### src/core/ide_strap_cfg.svh
// constants of the power-on ide strap configuration block
`ifndef IDE_STRAP_CFG_SVH
`define IDE_STRAP_CFG_SVH

// ----------------------------------------------------------------
// configuration space byte offsets
// ----------------------------------------------------------------
`define OFS_BUFFERING    8'h40
`define OFS_STRAP_CFG    8'h44
`define OFS_PTIM_LO      8'h48
`define OFS_PTIM_HI      8'h49
`define OFS_STIM_LO      8'h4A
`define OFS_STIM_HI      8'h4B

// ----------------------------------------------------------------
// field positions and masks
// ----------------------------------------------------------------
`define CFG_RW_MASK      8'h0F
`define CFG_HW_BIT       0
`define CFG_BUF_BIT      7
`define BUF_PRI_MASK     8'h0F
`define TIM_RW_MASK      16'hF77F

// ----------------------------------------------------------------
// reset values
// ----------------------------------------------------------------
`define RST_STRAP_CFG    8'h00
`define RST_BUFFERING    8'h00
`define RST_PTIM         16'h3659
`define RST_STIM         16'h3658

// ----------------------------------------------------------------
// timing fields per mode: setup, pulse width, cycle time
// ----------------------------------------------------------------
`define M0_SETUP         2'h3
`define M0_PULSE         3'h6
`define M0_CYCLE         5'h16
`define M1_SETUP         2'h2
`define M1_PULSE         3'h4
`define M1_CYCLE         5'h0E
`define M2_SETUP         2'h1
`define M2_PULSE         3'h3
`define M2_CYCLE         5'h0A
`define M3_SETUP         2'h1
`define M3_PULSE         3'h2
`define M3_CYCLE         5'h08

`endif

### src/core/ide_strap_pkg.sv
// types of the power-on ide strap configuration block
package ide_strap_pkg;

  // ----------------------------------------------------------------
  // strap configuration byte layout
  // ----------------------------------------------------------------
  typedef struct packed {
    logic       buf_default;   // primary buffering default
    logic [1:0] timing_mode;   // primary timing mode
    logic       drv1_timing;   // drive 1 programmable timing
    logic       sec_en;        // secondary ranges enable
    logic       pri_cs_en;     // primary control/status enable
    logic       pri_cmd_en;    // primary data/command enable
    logic       hw_cfg;        // hardware configuration / decode select
  } strap_cfg_t;

  // ----------------------------------------------------------------
  // timing control word layout
  // ----------------------------------------------------------------
  typedef struct packed {
    logic       iordy1_ovr;    // drive 1 ready override
    logic       iordy0_ovr;    // drive 0 ready override
    logic [1:0] setup;         // address/data setup
    logic       rsv11;         // reserved, reads zero
    logic [2:0] pulse;         // strobe pulse width
    logic       rsv7;          // reserved, reads zero
    logic [4:0] cycle;         // overall cycle time
    logic       drv1_en;       // drive 1 enhanced timing
    logic       drv0_en;       // drive 0 enhanced timing
  } timing_t;

  // ----------------------------------------------------------------
  // configuration access request
  // ----------------------------------------------------------------
  typedef struct packed {
    logic       wr;            // write strobe, one cycle
    logic       rd;            // read strobe, one cycle
    logic [7:0] addr;          // byte offset
    logic [7:0] wdata;         // write byte
  } cfg_req_t;

  // ----------------------------------------------------------------
  // capture phase
  // ----------------------------------------------------------------
  typedef enum logic {
    PH_WAIT,
    PH_RUN
  } phase_t;

endpackage : ide_strap_pkg

### src/core/ide_power_on_strap_config.sv
// power-on strap capture and ide default configuration registers
`timescale 1ns/100ps
`default_nettype none
`include "ide_strap_cfg.svh"

// Behaviour
// - straps from socket A or shared lines
// - capture straps at reset if pin permits
// - captured bits preload primary timing control defaults
// - strap0 high: take bits, compatible ranges, space on
// - strap0 low: clear bits, base decoding, space off
// - bit0 write selects decode, space untouched
// - bit1 gates primary data/command registers
// - bit2 gates primary control/status register
// - bit3 gates all secondary registers
// - range enables reset to strap or zero
// - bits six and five pick primary mode
// - drive1 shares timing only with bit4
// - bit4 picks drive1 programmable or mode0 timing
// - bit7 sets primary buffering default
// - strap0 low: upper bits configure nothing
// - bits7-4 read-only captured, 3-0 read/write
// - secondary defaults mode0, buffering off
// - primary buffering bits default to bit7
// - no hardware config: setup default 11
module ide_power_on_strap_config (
  // clock and reset
  input  wire logic                   clk,
  input  wire logic                   rst,
  // strap pins
  input  wire logic [7:0]             socket_a_data_lines,
  input  wire logic [7:0]             shared_card_data_lines,
  input  wire logic                   four_socket_mode,
  input  wire logic                   hw_cfg_pin_enable,
  // configuration space access
  input  wire ide_strap_pkg::cfg_req_t cfg_req,
  output logic [7:0]                  cfg_rdata,
  output logic                        cfg_rvalid,
  // decode controls
  output logic                        compat_decode,
  output logic                        io_space_enable,
  output logic                        pri_cmd_decode_en,
  output logic                        pri_cs_decode_en,
  output logic                        sec_decode_en,
  // timing and buffering controls
  output ide_strap_pkg::timing_t      primary_timing_control,
  output ide_strap_pkg::timing_t      secondary_timing_control,
  output logic [7:0]                  ide_buffering_control,
  output logic                        config_ready
);
  import ide_strap_pkg::*;

  // ----------------------------------------------------------------
  // signals
  // ----------------------------------------------------------------
  logic [7:0]  strap_meta;        // first synchroniser stage
  logic [7:0]  strap_sync;        // second synchroniser stage
  logic        pin_meta;          // enable pin first stage
  logic        pin_sync;          // enable pin second stage
  phase_t      phase;             // capture phase
  strap_cfg_t  cfg;               // strap configuration register
  strap_cfg_t  next_cfg;          // value loaded at capture
  timing_t     next_ptim;         // primary timing preload
  logic [7:0]  next_buf;          // buffering preload
  logic        capture;           // capture edge
  logic        run_wr;            // accepted write

  // ----------------------------------------------------------------
  // timing preload per mode
  // ----------------------------------------------------------------
  function automatic timing_t mode_timing(input logic [1:0] mode);
    timing_t t;
    t = '0;
    // pick the per-mode field values
    case (mode)
      2'h0: begin
        t.setup = `M0_SETUP;
        t.pulse = `M0_PULSE;
        t.cycle = `M0_CYCLE;
      end
      2'h1: begin
        t.setup = `M1_SETUP;
        t.pulse = `M1_PULSE;
        t.cycle = `M1_CYCLE;
      end
      2'h2: begin
        t.setup = `M2_SETUP;
        t.pulse = `M2_PULSE;
        t.cycle = `M2_CYCLE;
      end
      default: begin
        t.setup = `M3_SETUP;
        t.pulse = `M3_PULSE;
        t.cycle = `M3_CYCLE;
      end
    endcase
    return t;
  endfunction : mode_timing

  // ----------------------------------------------------------------
  // strap synchronisers
  // ----------------------------------------------------------------
  // no reset here: straps must be sampled while rst is high
  always_ff @(posedge clk) begin
    strap_meta <= four_socket_mode ? shared_card_data_lines
                                   : socket_a_data_lines;
    strap_sync <= strap_meta;
    pin_meta   <= hw_cfg_pin_enable;
    pin_sync   <= pin_meta;
  end

  // ----------------------------------------------------------------
  // capture value
  // ----------------------------------------------------------------
  // the feature needs the global pin and strap0 both high
  always_comb begin
    next_cfg = '0;
    // pin disables the feature: nothing is latched
    if (pin_sync && strap_sync[`CFG_HW_BIT]) begin
      next_cfg = strap_cfg_t'(strap_sync);
    end else begin
      next_cfg = '0;
    end
  end

  // primary timing preload from captured bits
  always_comb begin
    next_ptim = mode_timing(2'h0);
    next_ptim.drv0_en = 1'b1;
    // hardware configuration picks mode and drive 1 timing
    if (next_cfg.hw_cfg) begin
      next_ptim = mode_timing(next_cfg.timing_mode);
      next_ptim.drv0_en = 1'b1;
      next_ptim.drv1_en = next_cfg.drv1_timing;
    end
  end

  // primary buffering preload, secondary half stays off
  always_comb begin
    next_buf = `RST_BUFFERING;
    // bit 7 feeds the four primary bits only
    if (next_cfg.hw_cfg && next_cfg.buf_default) begin
      next_buf = `BUF_PRI_MASK;
    end
  end

  assign capture = (phase == PH_WAIT);
  assign run_wr  = cfg_req.wr && (phase == PH_RUN);

  // ----------------------------------------------------------------
  // capture phase
  // ----------------------------------------------------------------
  // first edge after release takes the straps, then runs
  always_ff @(posedge clk or posedge rst) begin
    if (rst) begin
      phase <= PH_WAIT;
    end else begin
      // leave the wait phase exactly once
      case (phase)
        PH_WAIT: phase <= PH_RUN;
        PH_RUN:  phase <= PH_RUN;
        default: phase <= PH_WAIT;
      endcase
    end
  end

  // ----------------------------------------------------------------
  // strap configuration register
  // ----------------------------------------------------------------
  always_ff @(posedge clk or posedge rst) begin
    if (rst) begin
      cfg <= strap_cfg_t'(`RST_STRAP_CFG);
    end else if (capture) begin
      cfg <= next_cfg;
    end else if (run_wr && cfg_req.addr == `OFS_STRAP_CFG) begin
      // upper nibble keeps the captured straps
      cfg <= strap_cfg_t'((cfg & ~`CFG_RW_MASK)
             | (cfg_req.wdata & `CFG_RW_MASK));
    end
  end

  // io space default follows the capture, never a write
  always_ff @(posedge clk or posedge rst) begin
    if (rst) begin
      io_space_enable <= 1'b0;
    end else if (capture) begin
      io_space_enable <= next_cfg.hw_cfg;
    end
  end

  // ----------------------------------------------------------------
  // buffering control register
  // ----------------------------------------------------------------
  always_ff @(posedge clk or posedge rst) begin
    if (rst) begin
      ide_buffering_control <= `RST_BUFFERING;
    end else if (capture) begin
      ide_buffering_control <= next_buf;
    end else if (run_wr && cfg_req.addr == `OFS_BUFFERING) begin
      ide_buffering_control <= cfg_req.wdata;
    end
  end

  // ----------------------------------------------------------------
  // primary timing control register
  // ----------------------------------------------------------------
  always_ff @(posedge clk or posedge rst) begin
    if (rst) begin
      primary_timing_control <= timing_t'(`RST_PTIM);
    end else if (capture) begin
      primary_timing_control <= next_ptim;
    end else if (run_wr && cfg_req.addr == `OFS_PTIM_LO) begin
      primary_timing_control[7:0] <= cfg_req.wdata & 8'(`TIM_RW_MASK);
    end else if (run_wr && cfg_req.addr == `OFS_PTIM_HI) begin
      primary_timing_control[15:8] <= cfg_req.wdata
                                      & 8'(`TIM_RW_MASK >> 8);
    end
  end

  // ----------------------------------------------------------------
  // secondary timing control register
  // ----------------------------------------------------------------
  // straps never touch it: mode 0 after every reset
  always_ff @(posedge clk or posedge rst) begin
    if (rst) begin
      secondary_timing_control <= timing_t'(`RST_STIM);
    end else if (run_wr && cfg_req.addr == `OFS_STIM_LO) begin
      secondary_timing_control[7:0] <= cfg_req.wdata & 8'(`TIM_RW_MASK);
    end else if (run_wr && cfg_req.addr == `OFS_STIM_HI) begin
      secondary_timing_control[15:8] <= cfg_req.wdata
                                        & 8'(`TIM_RW_MASK >> 8);
    end
  end

  // ----------------------------------------------------------------
  // read port
  // ----------------------------------------------------------------
  // unmapped offsets answer zero, one cycle after the strobe
  always_ff @(posedge clk or posedge rst) begin
    if (rst) begin
      cfg_rdata  <= 8'h00;
      cfg_rvalid <= 1'b0;
    end else begin
      cfg_rvalid <= cfg_req.rd;
      // select the addressed byte
      case (cfg_req.addr)
        `OFS_STRAP_CFG: cfg_rdata <= cfg;
        `OFS_BUFFERING: cfg_rdata <= ide_buffering_control;
        `OFS_PTIM_LO:   cfg_rdata <= primary_timing_control[7:0];
        `OFS_PTIM_HI:   cfg_rdata <= primary_timing_control[15:8];
        `OFS_STIM_LO:   cfg_rdata <= secondary_timing_control[7:0];
        `OFS_STIM_HI:   cfg_rdata <= secondary_timing_control[15:8];
        default:        cfg_rdata <= 8'h00;
      endcase
    end
  end

  // ----------------------------------------------------------------
  // decode enables
  // ----------------------------------------------------------------
  // registered copies so the decoders see flops
  always_ff @(posedge clk or posedge rst) begin
    if (rst) begin
      compat_decode     <= 1'b0;
      pri_cmd_decode_en <= 1'b0;
      pri_cs_decode_en  <= 1'b0;
      sec_decode_en     <= 1'b0;
      config_ready      <= 1'b0;
    end else begin
      compat_decode     <= cfg.hw_cfg;
      pri_cmd_decode_en <= cfg.pri_cmd_en;
      pri_cs_decode_en  <= cfg.pri_cs_en;
      sec_decode_en     <= cfg.sec_en;
      config_ready      <= (phase == PH_RUN);
    end
  end
endmodule : ide_power_on_strap_config
`default_nettype wire

### config.mk
export PLATFORM = sky130hd
export DESIGN_NAME = ide_power_on_strap_config
export DESIGN_NICKNAME = d
export VERILOG_FILES = /design/src/core/ide_strap_pkg.sv /design/src/core/ide_power_on_strap_config.sv
export VERILOG_INCLUDE_DIRS = /design/src /design/src/core
export SDC_FILE = /design/constraint.sdc
export NUM_CORES = 1
export LEC_CHECK = 0
export BUFFER_PORTS_ARGS = -buffer_cell sky130_fd_sc_hd__buf_2
export CAP_MARGIN = 30
export CORE_ASPECT_RATIO = 0.75
export CORE_UTILIZATION = 50
export DETAILED_ROUTE_END_ITERATION = 7
export PLACE_DENSITY_LB_ADDON = 0.12
export SETUP_SLACK_MARGIN = 0.3
export SLEW_MARGIN = 20
export SYNTH_ARGS = -nofsm -noshare
export SYNTH_HDL_FRONTEND = slang
export SYNTH_SLANG_ARGS = --single-unit
### constraint.sdc
create_clock -name clk -period 2.1 [get_ports clk]
set_input_delay 0.105 -clock clk [delete_from_list [all_inputs] [get_ports clk]]
set_output_delay 0.105 -clock clk [all_outputs]
set_load 0.05 [all_outputs]
==> reports/qor.yml <==
root_buffer: "clkbuf_8"
critPathBufInv: 2
start_util: 0.5318
wire_per_inst_um: 18.79
cts_resized: 0
finalHoldViolCount: 0
cap_violations: 0
synth_cell_types: 50
worst_clock_skew_ps: 10.33
ir_worst_vdd_mv: 0.4497
rsz0062_at_grt: "no"
fmax_ghz: 0.6312
h-tree-depth: 3
slowest_delay_ps: 720
boundaryPins: 93
fillers: 494
worstPathRequired_ps: 2370
fin_crit_sh: 0.7544
grt_max_degree: 38
dieArea_sq_um: 7226
core_sq_um: 6475
ys_seq_elements: 78
post-dp-hpwl_um: 6171
cts_tree: "yes"
io_buffers: 88
viasPerCell: 5.852
setup_violations: 0
track_usage: 0.2637
vias: 2815
worst_pin_slew_ps: 644.5
numCtsBuffers: 9
synth_warnings: 0
ant_nets: 0
failed_checks: "design-rule violations"
synth_edf_count: 0
clock-sinks: 78
clockBufferDepth: 2
end_kind: "register"
holdWs_ps: 23.55
cp_top_family: "simple AND/OR/NAND/NOR gates"
crit_path_start_kind: "input pin"
finalSetupTns_ps: 0
wirelength_um: 9040
min_period_ps: 1584
synthFlopType: "dfrtp_1"
grt_pass1_wl_um: 14110
p_leak_nw: 2.075
row_count: 25
yosysSeqAreaShare: 0.5461
power_density_nw_per_um2: 791.8
status: "complete, but fails checks"
first_pass_iters: 8
syn-cell-area_sq_um: 3443
fin_nets: 433
antenna_found_initial: 0
yosysTopAreaCell: "dfrtp_1"
dr.first_iter.drc_count: 190
yosysTopAreaCellShare: 0.3270
path_max_fanout: 10
die_y_um: 73.87
synth.area.top_cells: "dfrtp_1, dfstp_2, dfxtp_1, mux2_2, mux2i_1"
grt.overflow.total: 0
critPathKind: "input pin to register"
utilization: 0.6781
grt_pass1_vias: 2638
diodes: 0
crit_arrival_ps: 1860
worstSkewPairLatency_ps: 360
clk_pin_slew_worst_paths_ps: 80
synthToLayoutAreaGrowth_pct: 27.51
drive_gt1_frac: 0.4200
slew_headroom: 0.5697
cp_slowest_cell: "or4b_1"
place.gp.congestion: 0.8470
cp_cell_sequence: "buf_2, or4b_1, buf_4, nor3_1, mux2i_1"
drv_slew: 0
syn_inst: 290
die_w_um: 97.83
async_flop_share: 0.7692
drcViolationCount: 20
avgSynthCellArea_sq_um: 11.87
hp-class: "input pin to register"
power_mw: 3.477
==> flip-flops by register name, indices dropped and copies added (netlist names) <==
signal / cells
io_space_enable: 1
cfg_rvalid: 1
cfg_rdata: 8
pin_meta: 1
secondary_timing_control: 14
compat_decode: 1
ide_buffering_control: 8
strap_meta: 8
pri_cs_decode_en: 1
cfg: 8
primary_timing_control: 14
sec_decode_en: 1
pri_cmd_decode_en: 1
pin_sync: 1
phase: 1
strap_sync: 8
config_ready: 1
==> Yosys cell counts (4+ instances only) <==
cell,count
o31ai_1,5
a2bb2oi_1,12
o22ai_1,7
o211ai_1,4
a22oi_1,6
buf_4,4
clkbuf_1,19
dfxtp_1,18
dfrtp_1,45
mux2i_1,15
nand2_1,21
a31oi_1,11
inv_1,4
mux2_2,29
nor2b_1,4
nand4_1,6
dfstp_2,15
o41ai_1,5
==> per-layer routing <==
layer | GRT usage | part of all wire
met5 | 0 | 0
met4 | 0.07744 | 0.0093
met3 | 0.07422 | 0.070
met2 | 0.4045 | 0.45
met1 | 0.3665 | 0.48
==> worst reg2reg max path, stage by stage, from the launching register on <==
cell,delay (ps)
dfrtp_1,490
buf_4,390
nor4bb_1,300
a31o_2,210
a21oi_1,40
==> layout make-up <==
| cell class | instances | area, sq um | area share |
|---|---|---|---|
| clock buffer | 14 | 185.2 | 0.04218 |
| clock inverter | 2 | 37.54 | 0.008549 |
| inverter | 4 | 15.01 | 0.003420 |
| multi-input combinational | 181 | 1420 | 0.3235 |
| sequential | 78 | 1881 | 0.4283 |
| tap | 81 | 101.3 | 0.02308 |
| timing repair buffer | 121 | 750.7 | 0.1710 |
==> worst paths after layout <==
kind	startpoint	endpoint	slack (ps)	cells past startpoint
max	cfg_req[13]	primary_timing_control[15]	520	5
min	cfg_req[5]	secondary_timing_control[5]	20	2
max reg2reg	phase	cfg[2]	560	4
min reg2reg	strap_meta[4]	strap_sync[4]	330	0
max in group asynchronous	rst	primary_timing_control[0]	1050	4
min in group asynchronous	rst	cfg_rdata[4]	370	3
==> through the flow <==
stage / area [sq um] / instances / worst slack (ps)
floorplan: 3455 / 293 / 509.2
global placement: 3968 / 445 / 198.3
detailed placement: 3968 / 445 / 171.4
CTS: 4390 / 481 / 543.2
global route: 4390 / 481 / 443.0
finish: 4390 / 481 / 515.7
==> power breakdown <==
| part | leakage [nW] | internal (mW) | switching [mW] |
|---|---|---|---|
| combinational | 1.07 | 0.206 | 0.381 |
| sequential | 0.901 | 1.59 | 0.0621 |
| clock | 0.107 | 0.696 | 0.537 |
==> cell families after synthesis <==
group,count (synthesis),share of synthesized area
compound gates,69,0.1563
flops,78,0.5462
mux,44,0.1384
other cells,2,0.002181
buf+inv,34,0.04469
simple gates,63,0.1123
==> repair_timing <==
item	4_1_cts	5_1_grt
endpoints found under the hold margin	32	0
hold buffers	20	0
setup buffers	0	0
==> cell usage in the layout (no fill, tap or decap), types with 4 or more instances in the layout <==
cell and count:
a2bb2oi_1 12, o211ai_1 4, dfstp_2 15, clkbuf_8 9, buf_4 12, conb_1 5, a31oi_1 11, dfrtp_1 45
mux2i_1 15, dlygate4sd3_1 20, buf_2 88, o31ai_1 5, a22oi_1 6, mux2_2 29, nand2_1 21, o22ai_1 7
o41ai_1 5, nand4_1 6, nor2b_1 4, dfxtp_1 18
Power figures use the tool's default switching activity.
